$ cat config.mk
export PLATFORM = sky130hd
export DESIGN_NAME = llst_top
export DESIGN_NICKNAME = d
export VERILOG_FILES = /design/src/include/llst_pkg.sv /design/src/logic/llst_chan_check.sv /design/src/logic/llst_top.sv
export VERILOG_INCLUDE_DIRS = /design/src /design/src/include
export SDC_FILE = /design/constraint.sdc
export NUM_CORES = 1
export LEC_CHECK = 0
export ABC_AREA = 0
export BUFFER_PORTS_ARGS = -buffer_cell sky130_fd_sc_hd__buf_2
export CAP_MARGIN = 20
export CORE_MARGIN = 4
export CORE_UTILIZATION = 30
export DETAILED_ROUTE_END_ITERATION = 8
export PLACE_DENSITY = 0.55
export SYNTH_ARGS = -nofsm -noshare
export SYNTH_HDL_FRONTEND = slang
export SYNTH_SLANG_ARGS = --single-unit
$ cat constraint.sdc
create_clock -name core_clk_i -period 3 [get_ports core_clk_i]
set_input_delay 0.15 -clock core_clk_i [delete_from_list [all_inputs] [get_ports core_clk_i]]
set_output_delay 0.15 -clock core_clk_i [all_outputs]
set_load 0.01 [all_outputs]
$ cat src/include/llst_regs.svh
`ifndef LLST_REGS_SVH
`define LLST_REGS_SVH

// Host register byte offsets.
`define LLST_SYS_CTRL_OFS 4'h0
`define LLST_BYTE_COUNT_OFS 4'h8

// Reset values.
`define LLST_SYS_CTRL_RST 16'h0000
`define LLST_BYTE_COUNT_RST 16'h0000

// Core self-test patterns; all ones is 177777 octal.
`define LLST_PAT_ONES 16'hFFFF
`define LLST_PAT_ZERO 16'h0000

// Channel and adaptor geometry.
`define LLST_CHANNELS 64
`define LLST_ADAPTORS 8
`define LLST_LAST_CHAN 6'h3F

// Selector field encoding, two bits per adaptor.
`define LLST_SEL_OFF 2'h0
`define LLST_SEL_INT 2'h1
`define LLST_SEL_EXT 2'h2

// Timing.
`define LLST_CLK_HZ 40000000
`define LLST_CLK_PERIOD_NS 25
`define LLST_ECHO_BAUD 9600
`define LLST_ECHO_DIV (`LLST_CLK_HZ / `LLST_ECHO_BAUD)
`define LLST_REPLY_TIMEOUT_NS 2000
`define LLST_REPLY_TIMEOUT_CYC (`LLST_REPLY_TIMEOUT_NS / `LLST_CLK_PERIOD_NS)
`define LLST_SEL_SAMPLE_US 1000
`define LLST_SEL_SAMPLE_CYC (`LLST_SEL_SAMPLE_US * 1000 / `LLST_CLK_PERIOD_NS)

`endif

$ cat src/include/llst_pkg.sv
package llst_pkg;

    typedef enum logic [2:0] {
        LLST_ST_IDLE = 3'h0,
        LLST_ST_CORE = 3'h1,
        LLST_ST_LINES = 3'h3,
        LLST_ST_EVAL = 3'h2,
        LLST_ST_RUN = 3'h6,
        LLST_ST_HANG = 3'h7
    } llst_state_t;

    typedef enum logic [1:0] {
        LLST_LOOP_NONE = 2'h0,
        LLST_LOOP_INT = 2'h1,
        LLST_LOOP_EXT = 2'h2,
        LLST_LOOP_ECHO = 2'h3
    } llst_loop_t;

endpackage : llst_pkg

$ cat src/logic/llst_chan_check.sv
`timescale 1ns/1ps
`include "llst_regs.svh"

module llst_chan_check (
    input wire logic core_clk_i,
    input wire logic reset_i,
    input wire logic start_i,
    input llst_pkg::llst_loop_t mode_i,
    input wire logic [7:0] char_i,
    input wire logic rx_strobe_i,
    input wire logic [7:0] rx_char_i,
    output logic tx_strobe_o,
    output logic [7:0] tx_char_o,
    output logic done_o,
    output logic pass_o
);
    import llst_pkg::*;

    localparam logic [15:0] TIMEOUT = 16'(`LLST_REPLY_TIMEOUT_CYC);

    logic busy;
    logic echo;
    logic [7:0] expect_char;
    logic [15:0] wait_cnt;

    // Sends one character and compares the returned one, or in echo mode sends back the one received; times out otherwise.
    always_ff @(posedge core_clk_i) begin
        if (reset_i) begin
            busy <= 1'b0;
            echo <= 1'b0;
            expect_char <= 8'h00;
            wait_cnt <= 16'h0000;
            tx_strobe_o <= 1'b0;
            tx_char_o <= 8'h00;
            done_o <= 1'b0;
            pass_o <= 1'b0;
        end else begin
            tx_strobe_o <= 1'b0;
            done_o <= 1'b0;
            if (!busy && start_i) begin
                busy <= 1'b1;
                wait_cnt <= 16'h0000;
                echo <= (mode_i == LLST_LOOP_ECHO);
                expect_char <= char_i;
                if (mode_i != LLST_LOOP_ECHO) begin
                    tx_strobe_o <= 1'b1;
                    tx_char_o <= char_i;
                end
            end else if (busy) begin
                if (rx_strobe_i) begin
                    busy <= 1'b0;
                    done_o <= 1'b1;
                    pass_o <= echo || (rx_char_i == expect_char);
                    if (echo) begin
                        tx_strobe_o <= 1'b1;
                        tx_char_o <= rx_char_i;
                    end
                end else if (wait_cnt == TIMEOUT - 16'h0001) begin
                    busy <= 1'b0;
                    done_o <= 1'b1;
                    pass_o <= echo;
                end else begin
                    wait_cnt <= wait_cnt + 16'h0001;
                end
            end
        end
    end

endmodule : llst_chan_check

$ cat src/logic/llst_top.sv
`timescale 1ns/1ps
`include "llst_regs.svh"

// How it works
// - Self-test starts on power, not bus initialise.
// - Core test pass turns board lamp off.
// - Core failure keeps lamp lit, ignores host.
// - Power-up tests lines; failing lamps and summary lit.
// - Override off and line failure hangs device.
// - Override on: lamp lit, runs, no summary.
// - Missing adaptor reports line faults.
// - Core failure hangs regardless of override.
// - Byte count register reads back all ones.
// - Power-up internal loop test on every channel.
// - Internal position loops each channel, char by char.
// - Lamp set on mismatch, cleared on success.
// - Hard error lamp stays lit after selector off.
// - Online tests spare other adaptors, never hang.
// - External, no loop path: echo at 9600 baud.
// - External with plug sensed: external loopback instead.
// - External loop: lamp on missing/wrong, clear otherwise.
// - Current loop external test transmits continuously; no line type is sensed here, each external send waits for reply or timeout.
// - Moving selector to internal clears adaptor lamps.

module llst_top #(
    parameter int unsigned SEL_SAMPLE_CYCLES = `LLST_SEL_SAMPLE_CYC
) (
    input wire logic core_clk_i,
    input wire logic reset_i,
    input wire logic power_good_i,
    input wire logic bus_init_i,
    input wire logic core_fault_i,
    input wire logic line_fault_override_i,
    input wire logic [15:0] selector_i,
    input wire logic [63:0] plug_detect_i,
    input wire logic host_sel_i,
    input wire logic host_we_i,
    input wire logic [3:0] host_addr_i,
    input wire logic [15:0] host_wdata_i,
    input wire logic rx_strobe_i,
    input wire logic [7:0] rx_char_i,
    output logic host_ack_o,
    output logic [15:0] host_rdata_o,
    output logic [5:0] chan_o,
    output llst_pkg::llst_loop_t loop_mode_o,
    output logic [15:0] baud_div_o,
    output logic tx_strobe_o,
    output logic [7:0] tx_char_o,
    output logic [63:0] chan_lamp_o,
    output logic board_fault_lamp_o,
    output logic summary_fault_lamp_o,
    output logic running_o,
    output logic hung_o
);
    import llst_pkg::*;

    localparam logic [15:0] ECHO_DIV = 16'(`LLST_ECHO_DIV);
    localparam logic [31:0] SAMPLE_LAST = 32'(SEL_SAMPLE_CYCLES - 1);

    llst_state_t state;
    llst_state_t next_state;
    logic power_q;
    logic [1:0] core_step;
    logic [15:0] system_control_reg;
    logic [15:0] byte_count_reg;
    logic [5:0] chan;
    logic [7:0] test_char;
    logic pending;
    logic start;
    llst_loop_t start_mode;
    logic chk_done;
    logic chk_pass;
    logic [15:0] sel_q;
    logic [31:0] sample_cnt;
    logic sample_now;
    logic [7:0] clear_adaptor;
    logic core_ok;

    function automatic logic [2:0] adaptor_of(input logic [5:0] ch);
        adaptor_of = ch[5:3];
    endfunction : adaptor_of

    function automatic logic [1:0] sel_of(input logic [15:0] sel,
                                          input logic [2:0] ad);
        sel_of = sel[{ad, 1'b0} +: 2];
    endfunction : sel_of

    function automatic llst_loop_t mode_for(input logic [1:0] sel,
                                            input logic plug);
        if (sel == `LLST_SEL_INT) begin
            mode_for = LLST_LOOP_INT;
        end else if (sel == `LLST_SEL_EXT) begin
            mode_for = plug ? LLST_LOOP_EXT : LLST_LOOP_ECHO;
        end else begin
            mode_for = LLST_LOOP_NONE;
        end
    endfunction : mode_for

    // Power-up edge detector; bus initialise plays no part here.
    always_ff @(posedge core_clk_i) begin
        if (reset_i) begin
            power_q <= 1'b0;
        end else begin
            power_q <= power_good_i;
        end
    end

    assign core_ok = (core_step == 2'h2) && !core_fault_i &&
                     (byte_count_reg == `LLST_PAT_ZERO);

    // Top-level sequence.
    always_comb begin
        next_state = state;
        case (state)
            LLST_ST_IDLE: begin
                if (power_good_i && !power_q) begin
                    next_state = LLST_ST_CORE;
                end
            end
            LLST_ST_CORE: begin
                if (core_step == 2'h2) begin
                    next_state = core_ok ? LLST_ST_LINES : LLST_ST_HANG;
                end
            end
            LLST_ST_LINES: begin
                if (chk_done && chan == `LLST_LAST_CHAN) begin
                    next_state = LLST_ST_EVAL;
                end
            end
            LLST_ST_EVAL: begin
                if (|chan_lamp_o && !line_fault_override_i) begin
                    next_state = LLST_ST_HANG;
                end else begin
                    next_state = LLST_ST_RUN;
                end
            end
            LLST_ST_RUN: begin
                next_state = LLST_ST_RUN;
            end
            LLST_ST_HANG: begin
                next_state = LLST_ST_HANG;
            end
            default: begin
                next_state = LLST_ST_IDLE;
            end
        endcase
    end

    always_ff @(posedge core_clk_i) begin
        if (reset_i) begin
            state <= LLST_ST_IDLE;
        end else begin
            state <= next_state;
        end
    end

    // Core self-test steps through the byte count register.
    always_ff @(posedge core_clk_i) begin
        if (reset_i) begin
            core_step <= 2'h0;
        end else if (state == LLST_ST_CORE) begin
            if (core_step == 2'h0 ||
                (core_step == 2'h1 && byte_count_reg == `LLST_PAT_ONES)) begin
                core_step <= core_step + 2'h1;
            end else begin
                core_step <= 2'h2;
            end
        end else begin
            core_step <= 2'h0;
        end
    end

    // Board and summary lamps.
    always_ff @(posedge core_clk_i) begin
        if (reset_i) begin
            board_fault_lamp_o <= 1'b1;
            summary_fault_lamp_o <= 1'b0;
            running_o <= 1'b0;
            hung_o <= 1'b0;
        end else begin
            if (state == LLST_ST_IDLE && next_state == LLST_ST_CORE) begin
                board_fault_lamp_o <= 1'b1;
                summary_fault_lamp_o <= 1'b0;
            end
            if (state == LLST_ST_CORE && core_ok) begin
                board_fault_lamp_o <= 1'b0;
            end
            if (state == LLST_ST_EVAL && |chan_lamp_o &&
                !line_fault_override_i) begin
                summary_fault_lamp_o <= 1'b1;
            end
            running_o <= (next_state == LLST_ST_RUN);
            hung_o <= (next_state == LLST_ST_HANG);
        end
    end

    // Host register slave; silent unless running.
    always_ff @(posedge core_clk_i) begin
        if (reset_i) begin
            system_control_reg <= `LLST_SYS_CTRL_RST;
            byte_count_reg <= `LLST_BYTE_COUNT_RST;
            host_ack_o <= 1'b0;
            host_rdata_o <= 16'h0000;
        end else begin
            host_ack_o <= 1'b0;
            if (state == LLST_ST_CORE) begin
                if (core_step == 2'h0) begin
                    byte_count_reg <= `LLST_PAT_ONES;
                end else begin
                    byte_count_reg <= `LLST_PAT_ZERO;
                end
            end else if (bus_init_i) begin
                system_control_reg <= `LLST_SYS_CTRL_RST;
            end else if (state == LLST_ST_RUN && host_sel_i && !host_ack_o) begin
                host_ack_o <= 1'b1;
                if (host_we_i) begin
                    if (host_addr_i == `LLST_SYS_CTRL_OFS) begin
                        system_control_reg <= host_wdata_i;
                    end
                    if (host_addr_i == `LLST_BYTE_COUNT_OFS) begin
                        byte_count_reg <= host_wdata_i;
                    end
                end else begin
                    case (host_addr_i)
                        `LLST_SYS_CTRL_OFS: host_rdata_o <= system_control_reg;
                        `LLST_BYTE_COUNT_OFS: host_rdata_o <= byte_count_reg;
                        default: host_rdata_o <= 16'h0000;
                    endcase
                end
            end
        end
    end

    // Periodic selector sampling and internal-position clear requests.
    assign sample_now = (sample_cnt == SAMPLE_LAST);

    always_ff @(posedge core_clk_i) begin
        if (reset_i) begin
            sample_cnt <= 32'h00000000;
            sel_q <= 16'h0000;
            clear_adaptor <= 8'h00;
        end else begin
            clear_adaptor <= 8'h00;
            if (state != LLST_ST_RUN || sample_now) begin
                sample_cnt <= 32'h00000000;
            end else begin
                sample_cnt <= sample_cnt + 32'h00000001;
            end
            if (state == LLST_ST_RUN && sample_now) begin
                sel_q <= selector_i;
                for (int a = 0; a < `LLST_ADAPTORS; a++) begin
                    clear_adaptor[a] <=
                        sel_of(selector_i, 3'(a)) == `LLST_SEL_INT &&
                        sel_of(sel_q, 3'(a)) != `LLST_SEL_INT;
                end
            end
        end
    end

    // Channel walker: launches one check at a time.
    always_comb begin
        start = 1'b0;
        start_mode = LLST_LOOP_NONE;
        if (!pending) begin
            if (state == LLST_ST_LINES) begin
                start = 1'b1;
                start_mode = LLST_LOOP_INT;
            end else if (state == LLST_ST_RUN) begin
                start_mode = mode_for(sel_of(sel_q, adaptor_of(chan)),
                                      plug_detect_i[chan]);
                start = (start_mode != LLST_LOOP_NONE);
            end
        end
    end

    always_ff @(posedge core_clk_i) begin
        if (reset_i) begin
            chan <= 6'h00;
            pending <= 1'b0;
            test_char <= 8'h00;
            chan_o <= 6'h00;
            loop_mode_o <= LLST_LOOP_NONE;
            baud_div_o <= 16'h0000;
        end else if (state != LLST_ST_LINES && state != LLST_ST_RUN) begin
            chan <= 6'h00;
            pending <= 1'b0;
            loop_mode_o <= LLST_LOOP_NONE;
        end else if (start) begin
            pending <= 1'b1;
            chan_o <= chan;
            loop_mode_o <= start_mode;
            baud_div_o <= (start_mode == LLST_LOOP_ECHO) ? ECHO_DIV :
                          16'h0000;
            test_char <= test_char + 8'h01;
        end else if (chk_done) begin
            pending <= 1'b0;
            chan <= chan + 6'h01;
        end else if (!pending && state == LLST_ST_RUN) begin
            chan <= chan + 6'h01;
        end
    end

    // Channel lamps; a failure in the same cycle as a clear wins.
    always_ff @(posedge core_clk_i) begin
        if (reset_i) begin
            chan_lamp_o <= 64'h0000000000000000;
        end else begin
            if (state == LLST_ST_IDLE && next_state == LLST_ST_CORE) begin
                chan_lamp_o <= 64'hFFFFFFFFFFFFFFFF;
            end
            for (int a = 0; a < `LLST_ADAPTORS; a++) begin
                if (clear_adaptor[a]) begin
                    chan_lamp_o[a*8 +: 8] <= 8'h00;
                end
            end
            if (chk_done && loop_mode_o != LLST_LOOP_ECHO &&
                loop_mode_o != LLST_LOOP_NONE) begin
                chan_lamp_o[chan] <= !chk_pass;
            end
        end
    end

    llst_chan_check u_check (
        .core_clk_i(core_clk_i),
        .reset_i(reset_i),
        .start_i(start),
        .mode_i(start_mode),
        .char_i(test_char),
        .rx_strobe_i(rx_strobe_i),
        .rx_char_i(rx_char_i),
        .tx_strobe_o(tx_strobe_o),
        .tx_char_o(tx_char_o),
        .done_o(chk_done),
        .pass_o(chk_pass)
    );

endmodule : llst_top

==> impl_metrics.yaml <==
finish:
  most-common-layout-cells: "sky130_fd_sc_hd__nor2_1, sky130_fd_sc_hd__dfxtp_1, sky130_fd_sc_hd__buf_2"
  reg.largest.list: "chan_lamp_o x64, sample_cnt x32"
  layout-area-overhead-vs-synth_pct: 24.7
  layout.cells.non_filler: 2150
  fin_nets: 1738
  layout-drive-gt1-share_pct: 21.8
  largest_register: "chan_lamp_o"
  leading_cell_type_in_the_layout_fill_and_taps_excluded: "sky130_fd_sc_hd__nor2_1"
  largest_reg_flops: 64
timing:
  final-hold-violation-count: 0
  final_max_slew_viol_count: 0
  achievable-frequency_mhz: 362
  final.setup.tns_ps: 0
  period_minus_slack_ps: 2760
  relSlewSlack_pct: 39.4
  worst-slew-pin-transition_ps: 906
  skew_ps: 8.86
  layout_worst_path_cycle_share_pct: 92.0
  rsz0062_at_grt: "false"
  final-setup-viol-count: 0
grt:
  grt_first_pass_wirelength_um: 59200
  grt_start_max_net_pins: 67
  grt_overflow_total: 0
  antenna_found_initial: 1
  number_of_global_route_vias_before_repair: 10504
  globalRouteTotalUtil_pct: 17.4
yosys:
  synth_top_area_share_pct: 41.5
  synth_ff_type: "sky130_fd_sc_hd__dfxtp_1"
  synth_top_cells_by_area: "sky130_fd_sc_hd__dfxtp_1, sky130_fd_sc_hd__nor2_1, sky130_fd_sc_hd__a21oi_1, sky130_fd_sc_hd__a211oi_1, sky130_fd_sc_hd__xor2_1"
  yosysWarningCount: 0
  synth-seq-area-share_pct: 41.5
  syn_area_mm2: 0.0116
  synthesized_instance_count: 1390
  synthDistinctLibCells: 86
  syn_area_per_cell_um2: 8.32
  synth_top_cell_by_area: "sky130_fd_sc_hd__dfxtp_1"
  synth-edff-count: 0
  synth.ff_latch_count: 240
  synth_async_sr_flop_share_pct: 0
clock_network:
  number_of_buffers_added_by_the_clock_tree_synthesis_step: 28
  ctsHtreeMaxLevel: 1
  cts_tree: "yes"
  cts.sinks: 240
  worst_setup_hold_path_clk_slew_ps: 60
  ctsRootBufferMaster: "sky130_fd_sc_hd__clkbuf_16"
  worstSkewPairLatency_ps: 540
  cts-root-to-sink-buffers: 3
hold_path:
  hold_path.class: "primary input to flip-flop"
  hold_start: "line_fault_override_i"
critical_path:
  critPathLaunchType: "flip-flop"
  cell_by_cell_listing_of_the_critical_path: "ha_1 -> nand2_1 -> or2_1 -> or3_1 -> nor3_4 -> nand2_1 -> nor3_1 -> dlygate4sd3_1"
  worstPathArrival_ps: 3240
  startpoint_of_the_most_critical_register_to_register_path: "sample_cnt[0]"
  setup.worst_path.start: "sample_cnt[0]"
  cp_max_fo: 9
  cp.required_ps: 3470
  cp_slowest_stage_delay_ps: 580
  worst_path_max_delay_cell: "sky130_fd_sc_hd__dlygate4sd3_1"
  critPathKind: "flip-flop to flip-flop"
  setup.worst_path.end_class: "flip-flop"
  cp_common_cell: "sky130_fd_sc_hd__nand2_1"
pwr:
  p_int_mw: 5.57
  net-switching-power_mw: 1.84
  power.switching_fraction_pct: 24.8
  totalPowerFinal_mw: 7.41
  static-leakage-power_nw: 5.58
  power_density_mw_per_mm2: 514
  vdd_drop_max_mv: 0.347
  part_of_the_power_in_combinational_logic_pct: 9.8
  clkPwrFrac_pct: 44.2
  share_seq_of_total_power_pct: 46.0
status:
  run_status: "complete, no violations"
die:
  initial_utilization_pct: 30.6
  core_area_mm2: 0.0378
  io_pins: 235
  num_rows: 71
  floorplan.die_area_mm2: 0.0418
  die_h_um: 204
  chipWidth_um: 204
placed_design:
  hpwl_detailed_um: 27900
  gp_routability_congestion: 0.850
  buffer_ports.inserted: 222
  numPlacedInstances: 2060
detailed_routing:
  vias_per_cell: 5.14
  detail_route.iter0.violations: 722
  routed_wirelength_um: 38600
  antenna_violating_nets_post_route: 0
  detail_route.drc_violations: 0
  detailroute.via_count: 11056
  drt-pass1-iter-count: 6
  drt-wirelength-per-cell_um: 18.0
run:
  cap_violations: 0
power by group through the flow:
stage,Combinational [mW],Sequential (mW),Clock [mW]
after floorplan,0.397,3.48,0
after global placement,0.685,3.48,0
after detailed placement,0.694,3.48,0
after CTS,0.734,3.41,3.36
after global routing,0.818,3.42,3.49
final,0.728,3.41,3.27
per-stage QoR:
| step | area [um^2] | setup slack (ps) | hold slack [ps] | utilization [%] |
|---|---|---|---|---|
| global route | 14400 | 28.7 | 49.9 | 38.1 |
| CTS | 14400 | 62.5 | 18.1 | 38.1 |
| global placement | 13100 | 315 | 349 | 34.7 |
| detailed placement | 13100 | 211 | 357 | 34.7 |
| finish | 14400 | 240 | 11.2 | 38.1 |
| floorplan | 11600 | 727 | 229 | - |
cell usage after synthesis (all sizes together) (39+ instances only):
library cell	instances
a211oi	50
a21oi	94
buf	53
clkbuf	63
dfxtp	240
nand2	72
nand3	49
nand4	41
nor2	288
o21ai	52
xor2	39
final cells by class:
class                   instances  area (um^2)
fillers                      3943        23400
multi-input cells            1033         6200
flip-flops and latches        240         4810
repair buffers                302         1830
clock buffers                  44          852
well taps                     511          639
inverters                      12         45.0
clock inverters                 7         40.0
diodes                          1         2.50
worst max-delay path: cells and delay by family, from the launching register on:
family | cells | cell delay (ps)
buf+inv | 1 | 580
fa+ha+maj | 1 | 230
flops | 1 | 360
simple gates | 6 | 1540
cells by family after synthesis:
kind of cell | share of synthesized area, %
other cells | 0.0324
xor+xnor | 4.54
compound gates | 17.7
flops | 41.5
buf+inv | 5.40
simple gates | 25.5
fa+ha+maj | 0.433
mux | 4.79
what timing repair did:
item / 4_1_cts / 5_1_grt
hold buffers: 38 / 0
setup buffers: 0 / 0
gates resized for setup: 0 / 2
setup endpoints to repair: 0 / 6
endpoints found under the hold margin: 62 / 0
metal layers:
metal	global-route usage, %	vias to the layer above	wire length [um]
li1	-	5400	-
met1	23.3	5228	17000
met2	28.7	366	18100
met3	3.25	62	2550
met4	5.07	0	963
met5	0	-	0
worst paths after layout:
path	cells past startpoint	slack (ps)	to
setup reg to reg	8	240	clear_adaptor[3]
setup / recovery	8	240	clear_adaptor[3]
hold reg to reg	2	460	sel_q[10]
hold / removal	4	10	summary_fault_lamp_o
No activity file was read; power rests on OpenSTA's default activity.
